$ cat src/result_regs_pkg.sv
// Package with the register map, reset values and timing of the result register slice.
package result_regs_pkg;

  // Register addresses on the serial register bus.
  localparam logic [7:0] ADDR_Z_ACCEL_LOW     = 8'h13;
  localparam logic [7:0] ADDR_TEMP_HIGH       = 8'h14;
  localparam logic [7:0] ADDR_TEMP_LOW        = 8'h15;
  localparam logic [7:0] ADDR_AUX_CONV_HIGH   = 8'h16;
  localparam logic [7:0] ADDR_AUX_CONV_LOW    = 8'h17;
  localparam logic [7:0] ADDR_SAMPLE_PORT     = 8'h18;
  localparam logic [7:0] ADDR_RESET_COMMAND   = 8'h1f;

  // Result layout: 14-bit values, upper part in the high byte, lower part left aligned.
  localparam int         RESULT_W             = 14;
  localparam int         HIGH_LSB             = 6;
  localparam logic [1:0] LOW_PAD              = 2'h0;

  // Reset values and the reset key.
  localparam logic [7:0]  READ_ZERO           = 8'h00;
  localparam logic [13:0] RESULT_RESET        = 14'h0000;
  localparam logic [7:0]  RESET_KEY           = 8'h52;
  localparam logic        STANDBY_RESET       = 1'b1;
  localparam logic        INT_HIZ_RESET       = 1'b1;

  // Sample word from the queue and its buffering.
  localparam int          SAMPLE_W            = 16;
  localparam int          SAMPLE_DEPTH        = 2;

  // Quiet time after a key write, in milliseconds, and its count of core cycles.
  localparam real         SOFT_RESET_LATENCY_MS = 7.5;
  localparam real         CORE_CLK_MHZ          = 25.0;
  localparam int unsigned SOFT_RESET_LATENCY_CYCLES =
    int'(SOFT_RESET_LATENCY_MS * 1000.0 * CORE_CLK_MHZ);
  localparam int          LATENCY_W           = 18;

endpackage : result_regs_pkg

$ cat src/sensor_result_regs.sv
// Result register slice: result bytes, sample queue read port and keyed reset.
//
// Operation
// - Z result maps only its low byte, which carries six low bits in [7:2].
// - Temperature reads as 14-bit value split high eight, low six bits.
// - Auxiliary converter result reads as 14-bit value split high and low.
// - Bits one and zero of every low result byte read zero.
// - Reading the queue port directly removes one sample word.
// - Continued reading of the queue port keeps removing successive words.
// - A burst started at the queue port keeps the address pointer fixed.
// - Auto-increment onto the queue port skips it without removing a word.
// - Writing the key to the reset byte resets results and enters standby.
// - After keyed reset the interrupt pins float, held by keepers.
// - The reset byte is write-only and always reads zero.
`timescale 1ns/1ps
module sensor_result_regs
  import result_regs_pkg::*;
#(
  parameter int unsigned RESET_LATENCY_CYCLES = SOFT_RESET_LATENCY_CYCLES
) (
  input  wire logic          core_clk_i,
  input  wire logic          rst_n_i,
  input  wire logic          txn_start_i,
  input  wire logic [7:0]    txn_addr_i,
  input  wire logic          byte_rd_i,
  input  wire logic          byte_wr_i,
  input  wire logic [7:0]    byte_wdata_i,
  output logic [7:0]         rdata_o,
  output logic               rdata_valid_o,
  input  wire logic          result_load_i,
  input  wire logic [13:0]   z_accel_value_i,
  input  wire logic [13:0]   temp_value_i,
  input  wire logic [13:0]   aux_converter_value_i,
  input  wire logic          measure_start_i,
  input  wire logic          int_drive_en_i,
  input  wire logic          sample_valid_i,
  input  wire logic [15:0]   sample_data_i,
  output logic               sample_ready_o,
  output logic               soft_reset_o,
  output logic               standby_o,
  output logic               int_hiz_o,
  output logic               reset_busy_o
);

  // The latency counter must hold the requested count.
  if (RESET_LATENCY_CYCLES < 1 || RESET_LATENCY_CYCLES >= (1 << LATENCY_W)) begin : g_check
    $error("RESET_LATENCY_CYCLES does not fit the latency counter.");
  end

  typedef struct packed {
    logic [7:0]           ptr;
    logic                 fixed;
    logic                 half;
    logic [7:0]           low_hold;
    logic [13:0]          z_val;
    logic [13:0]          t_val;
    logic [13:0]          a_val;
    logic [7:0]           rdata;
    logic                 rvalid;
    logic                 soft_rst;
    logic                 standby;
    logic                 int_hiz;
    logic                 busy;
    logic [LATENCY_W-1:0] busy_cnt;
  } state_t;

  localparam state_t STATE_RESET = '{
    ptr:      8'h00,
    fixed:    1'b0,
    half:     1'b0,
    low_hold: 8'h00,
    z_val:    RESULT_RESET,
    t_val:    RESULT_RESET,
    a_val:    RESULT_RESET,
    rdata:    READ_ZERO,
    rvalid:   1'b0,
    soft_rst: 1'b0,
    standby:  STANDBY_RESET,
    int_hiz:  INT_HIZ_RESET,
    busy:     1'b0,
    busy_cnt: '0
  };

  state_t             s_q;
  state_t             s_d;
  logic               q_valid;
  logic [15:0]        q_data;
  logic               q_pop;
  logic               key_hit;

  // Pointer after one byte: held in a burst at the port, and the port is
  // stepped over so that sweeping the map never drains the queue.
  function automatic logic [7:0] next_ptr(input logic [7:0] ptr, input logic fixed);
    logic [7:0] p;
    p = ptr + 8'h01;
    if (fixed) begin
      p = ptr;
    end else if (p == ADDR_SAMPLE_PORT) begin
      p = ptr + 8'h02;
    end
    return p;
  endfunction : next_ptr

  // Low result byte: six low bits left aligned over a zero pad.
  function automatic logic [7:0] low_byte(input logic [13:0] v);
    return {v[HIGH_LSB-1:0], LOW_PAD};
  endfunction : low_byte

  // Byte view of the plain result registers; unknown addresses read zero.
  function automatic logic [7:0] result_byte(input logic [7:0]  addr,
                                             input logic [13:0] z,
                                             input logic [13:0] t,
                                             input logic [13:0] a);
    logic [7:0] b;
    b = READ_ZERO;
    case (addr)
      ADDR_Z_ACCEL_LOW:   b = low_byte(z);
      ADDR_TEMP_HIGH:     b = t[RESULT_W-1:HIGH_LSB];
      ADDR_TEMP_LOW:      b = low_byte(t);
      ADDR_AUX_CONV_HIGH: b = a[RESULT_W-1:HIGH_LSB];
      ADDR_AUX_CONV_LOW:  b = low_byte(a);
      ADDR_RESET_COMMAND: b = READ_ZERO;
      default:            b = READ_ZERO;
    endcase
    return b;
  endfunction : result_byte

  // Sample words wait here, so a host that pauses between reads loses none.
  sample_skid_buffer #(
    .WIDTH (SAMPLE_W),
    .DEPTH (SAMPLE_DEPTH)
  ) u_sample_buf (
    .core_clk_i  (core_clk_i),
    .rst_n_i     (rst_n_i),
    .flush_i     (s_q.soft_rst),
    .in_valid_i  (sample_valid_i),
    .in_data_i   (sample_data_i),
    .in_ready_o  (sample_ready_o),
    .out_valid_o (q_valid),
    .out_data_o  (q_data),
    .out_ready_i (q_pop)
  );

  // A read in the same cycle takes the bus, so the key only acts on a lone write.
  assign key_hit = byte_wr_i && !byte_rd_i && !txn_start_i
                   && (s_q.ptr == ADDR_RESET_COMMAND) && (byte_wdata_i == RESET_KEY);

  // Next state: bus access, result capture, keyed reset and latency timer.
  always_comb begin
    s_d          = s_q;
    q_pop        = 1'b0;
    s_d.rvalid   = 1'b0;
    s_d.soft_rst = 1'b0;

    // Results follow the measurement path only while measuring.
    if (result_load_i && !s_q.standby) begin
      s_d.z_val = z_accel_value_i;
      s_d.t_val = temp_value_i;
      s_d.a_val = aux_converter_value_i;
    end

    if (measure_start_i) begin
      s_d.standby = 1'b0;
    end
    if (int_drive_en_i) begin
      s_d.int_hiz = 1'b0;
    end

    // Latency timer; the host owns the wait, this only shows it.
    if (s_q.busy) begin
      if (s_q.busy_cnt == '0) begin
        s_d.busy = 1'b0;
      end else begin
        s_d.busy_cnt = s_q.busy_cnt - LATENCY_W'(1);
      end
    end

    if (txn_start_i) begin
      // A new transaction loads the pointer and notes a direct port access.
      s_d.ptr   = txn_addr_i;
      s_d.fixed = (txn_addr_i == ADDR_SAMPLE_PORT);
      s_d.half  = 1'b0;
    end else if (byte_rd_i) begin
      s_d.rvalid = 1'b1;
      if (s_q.ptr == ADDR_SAMPLE_PORT && s_q.fixed) begin
        if (!s_q.half) begin
          // First byte of a word removes it from the queue; empty reads zero.
          q_pop        = q_valid;
          s_d.rdata    = q_valid ? q_data[15:8] : READ_ZERO;
          s_d.low_hold = q_valid ? q_data[7:0] : READ_ZERO;
          s_d.half     = 1'b1;
        end else begin
          s_d.rdata = s_q.low_hold;
          s_d.half  = 1'b0;
        end
      end else begin
        s_d.rdata = result_byte(s_q.ptr, s_q.z_val, s_q.t_val, s_q.a_val);
      end
      s_d.ptr = next_ptr(s_q.ptr, s_q.fixed);
    end else if (byte_wr_i) begin
      // Every byte here is read-only except the reset byte; only the key acts.
      s_d.ptr = next_ptr(s_q.ptr, s_q.fixed);
    end

    // Keyed reset wins over every other update in the same cycle.
    if (key_hit) begin
      s_d          = STATE_RESET;
      s_d.soft_rst = 1'b1;
      s_d.standby  = 1'b1;
      s_d.int_hiz  = 1'b1;
      s_d.busy     = 1'b1;
      s_d.busy_cnt = LATENCY_W'(RESET_LATENCY_CYCLES - 1);
    end
  end

  // State register; keyed reset reuses the power-on image.
  always_ff @(posedge core_clk_i or negedge rst_n_i) begin
    if (!rst_n_i) begin
      s_q <= STATE_RESET;
    end else begin
      s_q <= s_d;
    end
  end

  // Outputs come straight from the state register.
  assign rdata_o       = s_q.rdata;
  assign rdata_valid_o = s_q.rvalid;
  assign soft_reset_o  = s_q.soft_rst;
  assign standby_o     = s_q.standby;
  assign int_hiz_o     = s_q.int_hiz;
  assign reset_busy_o  = s_q.busy;

  // Checks on the read path, the queue port, keyed reset, standby and the latency timer.
  logic rd_plain;
  assign rd_plain = byte_rd_i && !txn_start_i && !key_hit;

  AST_Z_LOW_LAYOUT: assert property (
    @(posedge core_clk_i) disable iff (!rst_n_i)
    rd_plain && s_q.ptr == ADDR_Z_ACCEL_LOW
    |=> rdata_valid_o && rdata_o == {$past(s_q.z_val[5:0]), 2'h0})
    else $error("Z low byte does not show the six low result bits.");

  AST_TEMP_HIGH_LAYOUT: assert property (
    @(posedge core_clk_i) disable iff (!rst_n_i)
    rd_plain && s_q.ptr == ADDR_TEMP_HIGH
    |=> rdata_o == $past(s_q.t_val[13:6]))
    else $error("Temperature high byte does not show the upper eight bits.");

  AST_AUX_SPLIT: assert property (
    @(posedge core_clk_i) disable iff (!rst_n_i)
    rd_plain && s_q.ptr == ADDR_AUX_CONV_HIGH ##1 rd_plain && s_q.ptr == ADDR_AUX_CONV_LOW
    && $stable(s_q.a_val)
    |=> {$past(rdata_o), rdata_o[7:2]} == $past(s_q.a_val))
    else $error("Auxiliary high and low bytes do not rebuild the result.");

  AST_LOW_PAD_ZERO: assert property (
    @(posedge core_clk_i) disable iff (!rst_n_i)
    rd_plain && (s_q.ptr == ADDR_Z_ACCEL_LOW || s_q.ptr == ADDR_TEMP_LOW
                 || s_q.ptr == ADDR_AUX_CONV_LOW)
    |=> rdata_o[1:0] == 2'h0)
    else $error("Reserved low bits of a result byte are not zero.");

  AST_PORT_POPS: assert property (
    @(posedge core_clk_i) disable iff (!rst_n_i)
    rd_plain && s_q.ptr == ADDR_SAMPLE_PORT && s_q.fixed && !s_q.half && q_valid
    |-> q_pop ##1 (rdata_o == $past(q_data[15:8]) && s_q.half))
    else $error("Direct port read did not remove a sample word.");

  AST_SECOND_BYTE: assert property (
    @(posedge core_clk_i) disable iff (!rst_n_i)
    rd_plain && s_q.fixed && s_q.half
    |-> !q_pop ##1 (rdata_o == $past(s_q.low_hold) && !s_q.half))
    else $error("Second byte of a word is not the held low byte.");

  AST_PTR_FIXED: assert property (
    @(posedge core_clk_i) disable iff (!rst_n_i)
    (rd_plain || (byte_wr_i && !txn_start_i && !key_hit)) && s_q.fixed
    |=> $stable(s_q.ptr) && s_q.ptr == ADDR_SAMPLE_PORT)
    else $error("Pointer moved during a burst at the queue port.");

  AST_PORT_SKIPPED: assert property (
    @(posedge core_clk_i) disable iff (!rst_n_i)
    rd_plain && s_q.ptr == ADDR_AUX_CONV_LOW && !s_q.fixed
    |-> !q_pop ##1 s_q.ptr == 8'h19)
    else $error("Auto-increment did not step over the queue port.");

  AST_KEY_RESETS: assert property (
    @(posedge core_clk_i) disable iff (!rst_n_i)
    key_hit |=> soft_reset_o && standby_o && int_hiz_o && reset_busy_o
    && s_q.z_val == RESULT_RESET ##1 !soft_reset_o)
    else $error("Key write did not reset the slice into standby.");

  AST_RESET_READS_ZERO: assert property (
    @(posedge core_clk_i) disable iff (!rst_n_i)
    rd_plain && s_q.ptr == ADDR_RESET_COMMAND |=> rdata_o == 8'h00)
    else $error("Reset byte did not read zero.");

  AST_WRONG_KEY_IGNORED: assert property (
    @(posedge core_clk_i) disable iff (!rst_n_i)
    byte_wr_i && !txn_start_i && s_q.ptr == ADDR_RESET_COMMAND && byte_wdata_i != 8'h52
    && !measure_start_i && !int_drive_en_i && !result_load_i
    |=> !soft_reset_o && $stable(standby_o) && $stable(s_q.z_val))
    else $error("A non-key write to the reset byte changed state.");

  AST_PORT_EMPTY_ZERO: assert property (
    @(posedge core_clk_i) disable iff (!rst_n_i)
    rd_plain && s_q.ptr == ADDR_SAMPLE_PORT && s_q.fixed && !s_q.half && !q_valid
    |-> !q_pop ##1 (rdata_o == READ_ZERO && s_q.half))
    else $error("Empty port read did not return zero.");

  AST_READ_ANSWERED: assert property (
    @(posedge core_clk_i) disable iff (!rst_n_i)
    rd_plain |=> rdata_valid_o)
    else $error("A byte read got no answer strobe.");

  AST_NO_SPARE_ANSWER: assert property (
    @(posedge core_clk_i) disable iff (!rst_n_i)
    !rd_plain |=> !rdata_valid_o)
    else $error("Answer strobe rose without a byte read.");

  AST_HIZ_HELD: assert property (
    @(posedge core_clk_i) disable iff (!rst_n_i)
    !int_drive_en_i && !key_hit |=> $stable(int_hiz_o))
    else $error("Interrupt float state changed without a cause.");

  AST_STANDBY_FROZEN: assert property (
    @(posedge core_clk_i) disable iff (!rst_n_i)
    standby_o && !key_hit
    |=> $stable(s_q.z_val) && $stable(s_q.t_val) && $stable(s_q.a_val))
    else $error("Results moved while in standby.");

  AST_QUEUE_FLUSHED: assert property (
    @(posedge core_clk_i) disable iff (!rst_n_i)
    soft_reset_o |=> !q_valid)
    else $error("Sample buffer kept words across a keyed reset.");

  AST_BUSY_COUNTS: assert property (
    @(posedge core_clk_i) disable iff (!rst_n_i)
    reset_busy_o && s_q.busy_cnt != '0 && !key_hit
    |=> reset_busy_o && s_q.busy_cnt == $past(s_q.busy_cnt) - LATENCY_W'(1))
    else $error("Reset latency counter did not step down.");

  AST_BUSY_ENDS: assert property (
    @(posedge core_clk_i) disable iff (!rst_n_i)
    reset_busy_o && s_q.busy_cnt == '0 && !key_hit |=> !reset_busy_o)
    else $error("Busy flag outlived the reset latency.");

endmodule : sensor_result_regs

$ cat src/sample_skid_buffer.sv
// Small first-in first-out buffer with valid and ready on both sides.
`timescale 1ns/1ps
module sample_skid_buffer
  import result_regs_pkg::*;
#(
  parameter int WIDTH = SAMPLE_W,
  parameter int DEPTH = SAMPLE_DEPTH
) (
  input  wire logic             core_clk_i,
  input  wire logic             rst_n_i,
  input  wire logic             flush_i,
  input  wire logic             in_valid_i,
  input  wire logic [WIDTH-1:0] in_data_i,
  output logic                  in_ready_o,
  output logic                  out_valid_o,
  output logic [WIDTH-1:0]      out_data_o,
  input  wire logic             out_ready_i
);

  localparam int CW = $clog2(DEPTH + 1);

  // Depth below two cannot absorb a stall without a dead cycle.
  if (DEPTH < 2 || WIDTH < 1) begin : g_check
    $error("sample_skid_buffer needs DEPTH of at least 2 and WIDTH of at least 1.");
  end

  typedef struct packed {
    logic [DEPTH-1:0][WIDTH-1:0] mem;
    logic [CW-1:0]               count;
    logic                        in_ready;
  } buf_state_t;

  localparam buf_state_t BUF_RESET = '{mem: '0, count: '0, in_ready: 1'b1};

  buf_state_t s_q;
  buf_state_t s_d;
  logic       push;
  logic       pop;

  // Head sits in slot zero; a pop shifts, a push writes behind the last word.
  always_comb begin
    s_d  = s_q;
    pop  = out_ready_i && (s_q.count != '0);
    push = in_valid_i && s_q.in_ready;
    if (pop) begin
      for (int i = 0; i < DEPTH - 1; i++) begin
        s_d.mem[i] = s_q.mem[i + 1];
      end
      s_d.count = s_q.count - CW'(1);
    end
    if (push) begin
      s_d.mem[s_d.count] = in_data_i;
      s_d.count          = s_d.count + CW'(1);
    end
    if (flush_i) begin
      s_d.count = '0;
    end
    // Ready is registered so the source sees a clean flop, at the cost of no
    // same-cycle refill when full.
    s_d.in_ready = (s_d.count != CW'(DEPTH));
  end

  // State register.
  always_ff @(posedge core_clk_i or negedge rst_n_i) begin
    if (!rst_n_i) begin
      s_q <= BUF_RESET;
    end else begin
      s_q <= s_d;
    end
  end

  assign in_ready_o  = s_q.in_ready;
  assign out_valid_o = (s_q.count != '0);
  assign out_data_o  = s_q.mem[0];

endmodule : sample_skid_buffer

$ cat config.mk
export PLATFORM = sky130hd
export DESIGN_NAME = sensor_result_regs
export DESIGN_NICKNAME = d
export VERILOG_FILES = /design/src/result_regs_pkg.sv /design/src/sensor_result_regs.sv /design/src/sample_skid_buffer.sv
export SDC_FILE = /design/constraint.sdc
export NUM_CORES = 1
export LEC_CHECK = 0
export BUFFER_PORTS_ARGS = -buffer_cell sky130_fd_sc_hd__clkbuf_2
export CAP_MARGIN = 0
export CORE_UTILIZATION = 60
export CTS_CLUSTER_SIZE = 40
export DETAILED_ROUTE_END_ITERATION = 10
export GPL_TIMING_DRIVEN = 0
export PLACE_DENSITY = 0.81
export SYNTH_ARGS = -nofsm -noshare
export SYNTH_HDL_FRONTEND = slang
export SYNTH_HIERARCHICAL = 1
export SYNTH_SLANG_ARGS = --single-unit
$ cat constraint.sdc
create_clock -name core_clk_i -period 6.7 [get_ports core_clk_i]
set_clock_uncertainty 0.15 [all_clocks]
set_input_delay 0.67 -clock core_clk_i [delete_from_list [all_inputs] [get_ports core_clk_i]]
set_output_delay 0.67 -clock core_clk_i [all_outputs]
set_load 0.02 [all_outputs]
Yosys cells after proc, flatten, opt, wreduce, memory -nomap -nowiden
Index checks and enable logic that the tools add are counted.

cells by class
  $add $sub $neg = 5
  order comparisons = 2
  mux-type cells = 36
  reductions and logical operators = 28
  equal/unequal tests = 14

operator list
  operator                                                                 count
  91-bit two-way mux                                                       1
  8-bit two-way mux                                                        11
  8-bit by 5-bit equality test with 1-bit output, second input constant    9
  18-bit two-way mux                                                       3
  42-bit two-way mux                                                       1
  8-bit one-hot mux with 5 select lines                                    1
  9-bit two-way mux                                                        4
  32-bit bitwise mux                                                       1
  19-bit two-way mux                                                       1
  18-bit logical NOT                                                       1
  18-bit by 1-bit subtractor with 18-bit output, second input constant     1
  16-bit demux with 1-bit select                                           1
  16-bit two-way mux                                                       1
  2-bit nonzero test                                                       8
  1-bit two-way mux                                                        10
  1-bit logical AND                                                        9
  8-bit by 1-bit adder with 8-bit output, second input constant            1
  8-bit by 2-bit adder with 8-bit output, second input constant            1
  8-bit by 7-bit equality test with 1-bit output, second input constant    1
  2-bit AND reduction                                                      3
  3-bit nonzero test                                                       2
  2-bit by 1-bit inequality test with 1-bit output, second input constant  2
  2-bit inequality test, second input constant                             2
  4-bit AND reduction                                                      1
  7 further kinds                                                          9

word-level totals
  flip-flop bits (word level) = 118

Longest topological paths before layout
  word-level depth = 15
  mapped depth = 20

Hierarchy
The synthesis kept the hierarchy.

by module, submodules not included
  module              area each (µm²)  cells each  times used  seq. area each (µm²)
  sensor_result_regs  4,357.9          449         1           2,079.5
  sample_skid_buffer  1,756.7          144         1           877.1

Least setup slack after synthesis
No wires, ideal clock.

  kind = reg2reg
  start = register s_q[83] (netlist name)
  end = register u_sample_buf/s_q[24] (netlist name)
  buffers on the path = 6
  stages on the path, launching flop included = 18
  data required time = 6.425 ns
  data arrival time = 3.622 ns
  setup slack = 2.803 ns
  cells stage by stage = dfrtp_1 > inv_1 > ha_1 > clkbuf_1 > nand3_1 > or3_1 > buf_2 > or3_1 > buf_6 > buf_6 > nor2_1 > nand2b_4 > buf_12 > mux2_4 > ha_1 > nand3_4 > buf_6 > mux2_2

on the way
  cells in the longest elaborated chain, start to end = 12
  elaborated cells on any way between the ends = 13
  classes of those cells = order compare (2); eq/ne (1); mux (7); reduce/logical (3)

ends and longest elaborated chain
  element                                                                                                                          line                       text
  start, declared                                                                                                                  sensor_result_regs.sv:84   state_t s_q;
  start signal, assigned                                                                                                           sensor_result_regs.sv:219  s_q <= STATE_RESET;
  start signal, assigned                                                                                                           sensor_result_regs.sv:221  s_q <= s_d;
  8-bit by 5-bit equality test with 1-bit output *                                                                                 sensor_result_regs.sv:185  if (s_q.ptr == ADDR_SAMPLE_PORT && s_q.fixed) begin
  1-bit logical AND *                                                                                                              sensor_result_regs.sv:185
  1-bit two-way mux *                                                                                                              sensor_result_regs.sv:185
  1-bit two-way mux *                                                                                                              sensor_result_regs.sv:183  end else if (byte_rd_i) begin
  1-bit two-way mux *                                                                                                              sensor_result_regs.sv:178  if (txn_start_i) begin
  net q_pop                                                                                                                        sensor_result_regs.sv:88   logic q_pop;
  1-bit logical AND *                                                                                                              sample_skid_buffer.sv:43   pop = out_ready_i && (s_q.count != '0);
  18-bit two-way mux *                                                                                                             sample_skid_buffer.sv:45   if (pop) begin
  2-bit by 1-bit greater-or-equal comparator with 1-bit output (not written as such) / 2-bit < comparator (equally long branches)  sample_skid_buffer.sv:52   s_d.mem[s_d.count] = in_data_i;
  1-bit logical AND (not written as such)                                                                                          sample_skid_buffer.sv:52
  16-bit two-way mux (not written as such)                                                                                         sample_skid_buffer.sv:52
  16-bit demux with 1-bit select *                                                                                                 -
  32-bit bitwise mux *                                                                                                             sample_skid_buffer.sv:52
  end signal, assigned                                                                                                             sample_skid_buffer.sv:66   s_q <= BUF_RESET;
  end signal, assigned                                                                                                             sample_skid_buffer.sv:68   s_q <= s_d;
  end, declared                                                                                                                    sample_skid_buffer.sv:35   buf_state_t s_q;

The timed path passes the listed nets; every way through them passes the cells marked *.
A chain may end at the register's enable or synchronous reset.

Final worst setup path
  start = register s_q[83] (netlist name)
  end = register u_sample_buf/s_q[27] (netlist name)

Same word-level chain as after synthesis.

==> metrics.sh <==
CP_DATA_REQUIRED_TIME_NS=6.94
WORST_IR_DROP_VDD_mV=0.275
CLOCKPOWERSHARE_PCT=37.9
CRIT_PATH_END_KIND='flip-flop'
WORST_PIN_SLEW_NS=0.918
NUMBER_OF_ENABLE_FLIP_FLOP_CELLS_AFTER_SYNTHESIS=0
YOSYSUNIQUECELLTYPES=69
PLACEMENTROWS=36
SETUP_TNS_AFTER_FINAL_LAYOUT_NS=0
DIEAREA_SQ_UM=10600
YOSYS_WARN_COUNT=6
NUMCTSBUFFERS=17
NETLIST_AREA_SQ_UM=6110
LEADING_REGISTER_CELL_TYPE_OUT_OF_SYNTHESIS='dfrtp_1'
SYNTH_AREA_PER_CELL_SQ_UM=10.3
CLOCK.FMAX_MHz=221
CRITICAL_PATH.CELL_CHAIN='inv_1 > ha_1 > clkbuf_1 > nand3_1 > or3_1 > buf_2 > or3_1 > buf_6 > buf_6 > nor2_1 > nand2b_4 > buf_12 > mux2_4 > ha_1 > nand3_4 > buf_6 > mux2_2'
LAYOUT_CELLS_SIZED_ABOVE_1_PCT=26.9
CTSRESIZECOUNT=0
DIE_W_UM=103
CRIT_TYPE='flip-flop to flip-flop'
ANTENNADIODECOUNT=0
COMB_POWER_SHARE_PCT=22.1
LAYOUT_COMMON_CELLS='dfrtp_1, clkbuf_2, nor2_1, nand2_1, mux2i_1'
FINAL-SETUP-VIOL-COUNT=0
ROUTED_WIRE_LENGTH_PER_INSTANCE_UM=16.9
SLEW_VIOLATIONS=0
MOSTFREQUENTLAYOUTCELL='dfrtp_1'
REG2REG_DEPTH=17
POSTSYNTH.ASYNCRESETSHARE_PCT=100
GP_ROUTABILITY_CONGESTION=0.852
WORST_R2R_STARTPOINT='s_q[83]'
GLOBAL_ROUTE_WIRE_LENGTH_BEFORE_REPAIR_UM=22900
LAYOUT.CELL_AREA.NON_FILLER_SQ_UM=7320
POST_SYNTH_INST_COUNT=593
PLACE.PORT_BUFFERS=88
TRITONCTS='built'
REG2REG_SETUP_SLACK_NS=2.18
LAYOUT-AREA-OVERHEAD-VS-SYNTH_PCT=19.7
FINALCOREUTILIZATION_PCT=74.6
DIE_H_UM=103
MULTI_INPUT_AREA_SQ_UM=2720
POWER_FRAC_SEQ_PCT=39.9
NFILLCELLS=701
CLKSINKCOUNT=118
STATIC_LEAKAGE_nW=3.50
POSTROUTEWIRELENGTH_UM=14300
PLACEMENT.CELL_AREA_SQ_UM=6730
GROUTE.USAGE.OVERALL_PCT=28.8
TOP_LEVEL_PORTS=97
POWER_REPORT.INTERNAL_TOTAL_W=0.00171
POWER.DENSITY_CELL_AREA_nW_PER_UM2=325
VIA_COUNT=4821
PLACE_HPWL_UM=9890
INITIAL_CORE_UTIL_PCT=62.3
SYNTH.FF_LATCH_COUNT=118
YOSYSSEQAREASHARE_PCT=48.4
CLK_PIN_SLEW_WORST_PATHS_NS=0.06
RESULT_OF_THE_RUN='finished, final reports clean'
DRV.MAX_CAP_VIOLATION_COUNT=0
RSZ_0062_RAISED_AFTER_GLOBAL_ROUTING='false'
CRIT-REG2REG-CAPTURE='u_sample_buf/s_q[27]'
GRT_START_MAX_NET_PINS=119
GRT_OVERFLOW_TOTAL=0
CP_DATA_ARRIVAL_TIME_NS=4.77
WORST_PATH_LARGEST_CELL_DELAY_NS=0.47
TIMING.MAX_SLEW.REL_SLACK_PCT=38.8
STARTPOINT_TYPE='flip-flop'
NETS=794
CRITICAL-PATH-TOP-CELL-BY-COUNT='buf_6'
CTS_POST_SETUP_BUFFERS_INSERTED=0
CLOCK_INSERTION_DELAY_WORST_SKEW_NS=0.52
PERIOD_NEEDED_NS=4.52
FINAL-SEQ-AREA_SQ_UM=2960
CTS_ROOT_BUFFER='clkbuf_8'
POWER.SWITCHING_W=0.000664
CLOCKBUFFERDEPTH=2
WORST-PATH-MAX-FANOUT=10
FIRST_GLOBAL_VIAS=4738
LAYOUT_WORST_PATH_CYCLE_SHARE_PCT=67.5
CTS.HOLD.BUFFERS_ADDED=0
DRT_PRE_ANTENNA_ITERS=5
WORSTPATHBUFFERINVERTERCOUNT=7
CRITICAL_PATH_CELL_COUNT=17
CORE_SQ_UM=9820
CLOCK_H_TREE_LEVELS=4
DRT_ITER0_MARKERS=279
DRC=0
DETAIL-ROUTE-ANTENNA-NETS=0
SW_FRAC_OF_TOTAL_PCT=27.9
CRITICAL-PATH-SLOWEST-CELL='dfrtp_1'
VIAS_PER_CELL=5.70
REPORT.FINAL.HOLD_VIOL_COUNT=0
HOLD_PATH_CLASS='input port to async pin'
CRITICAL-PATH-TOP-DELAY-FAMILY='buffers and inverters'
INITIAL_ANTENNA_VIOLATION_COUNT=0
SYNTH_FP_NETS=687
synth_stat cells, drive strengths merged (7+ instances only):
| library cell | instances | area, sq um |
|---|---|---|
| a21oi | 23 | 119 |
| buf | 47 | 333 |
| inv | 17 | 63.8 |
| ha | 11 | 138 |
| a22o | 9 | 78.8 |
| clkbuf | 10 | 37.5 |
| xnor2 | 13 | 133 |
| nand2 | 60 | 225 |
| xor2 | 8 | 70.1 |
| a22oi | 7 | 52.6 |
| mux2 | 19 | 221 |
| nand3 | 11 | 67.6 |
| o21ai | 26 | 130 |
| dfrtp | 115 | 2880 |
| mux2i | 51 | 510 |
| o22ai | 8 | 50.1 |
| nor2 | 77 | 299 |
cells by family after synthesis:
| kind of cell | share of synthesized area [%] |
|---|---|
| and+or+nand+nor | 15.2 |
| AOI/OAI and AO/OA | 11.8 |
| xor gates and xnor gates | 3.32 |
| adders and majority gates | 2.25 |
| DFF | 48.4 |
| muxes | 12.0 |
| buffers and inverters | 7.10 |
sequential cells by signal, indices dropped and copies added, names as in the netlist:
register / cells
rdata_o: 8
s_q: 70
u_sample_buf/out_data_o: 16
u_sample_buf/s_q: 18
soft_reset_o: 1
u_sample_buf/in_ready_o: 1
rdata_valid_o: 1
standby_o: 1
int_hiz_o: 1
reset_busy_o: 1
power groups by stage:
stage | clock [W] | sequential (W) | combinational [W]
after global placement | 0 | 0.000948 | 0.000487
final | 0.000902 | 0.000949 | 0.000526
after floorplan | 0 | 0.000931 | 0.000385
after CTS | 0.000910 | 0.000949 | 0.000525
after detailed placement | 0 | 0.000960 | 0.000514
after global routing | 0.000941 | 0.000963 | 0.000581
layout make-up:
class | instances | area share, %
tap | 133 | 2.27
sequential | 118 | 40.4
timing repair buffer | 88 | 6.14
clock inverter | 10 | 1.74
buffer | 57 | 5.06
clock buffer | 22 | 6.32
multi-input combinational | 401 | 37.2
inverter | 17 | 0.872
how the worst max path moves through the flow:
stage | start | end | slack [ns]
6_report | s_q[83] | u_sample_buf/s_q[27] | 2.18
5_1_grt | s_q[83] | u_sample_buf/out_data_o[7] | 1.87
4_1_cts | s_q[83] | u_sample_buf/s_q[27] | 2.14
3_5_place_dp | s_q[84] | u_sample_buf/s_q[29] | 2.22
3_3_place_gp | s_q[83] | u_sample_buf/s_q[24] | 2.33
2_1_floorplan | s_q[83] | u_sample_buf/s_q[24] | 2.80
per-layer routing:
metal,vias up,global-route usage [%],wire length [um]
met2,160,49.3,7270
met3,21,7.32,848
met5,-,0,0
li1,2274,-,-
met4,0,9.86,187
met1,2366,35.5,6020
metrics by stage:
step | setup WS [ns] | power, W | std cells | hold slack [ns]
floorplan | 2.80 | 0.00132 | 593 | 0.224
global placement | 2.33 | 0.00144 | 814 | 0.304
detailed placement | 2.22 | 0.00147 | 814 | 0.311
CTS | 2.14 | 0.00238 | 846 | 0.121
global route | 1.87 | 0.00249 | 846 | 0.139
finish | 2.18 | 0.00238 | 846 | 0.128
worst register-to-register path, stage by stage, from the launching register on:
cell	delay, ns
dfrtp_1	0.47
inv_1	0.16
ha_1	0.16
clkbuf_1	0.40
nand3_1	0.21
or3_1	0.36
buf_2	0.18
or3_1	0.33
buf_6	0.15
buf_6	0.14
nor2_1	0.25
nand2b_4	0.09
buf_12	0.16
mux2_4	0.32
ha_1	0.24
nand3_4	0.12
buf_6	0.17
mux2_2	0.34
(Power assumes the default switching activity.)
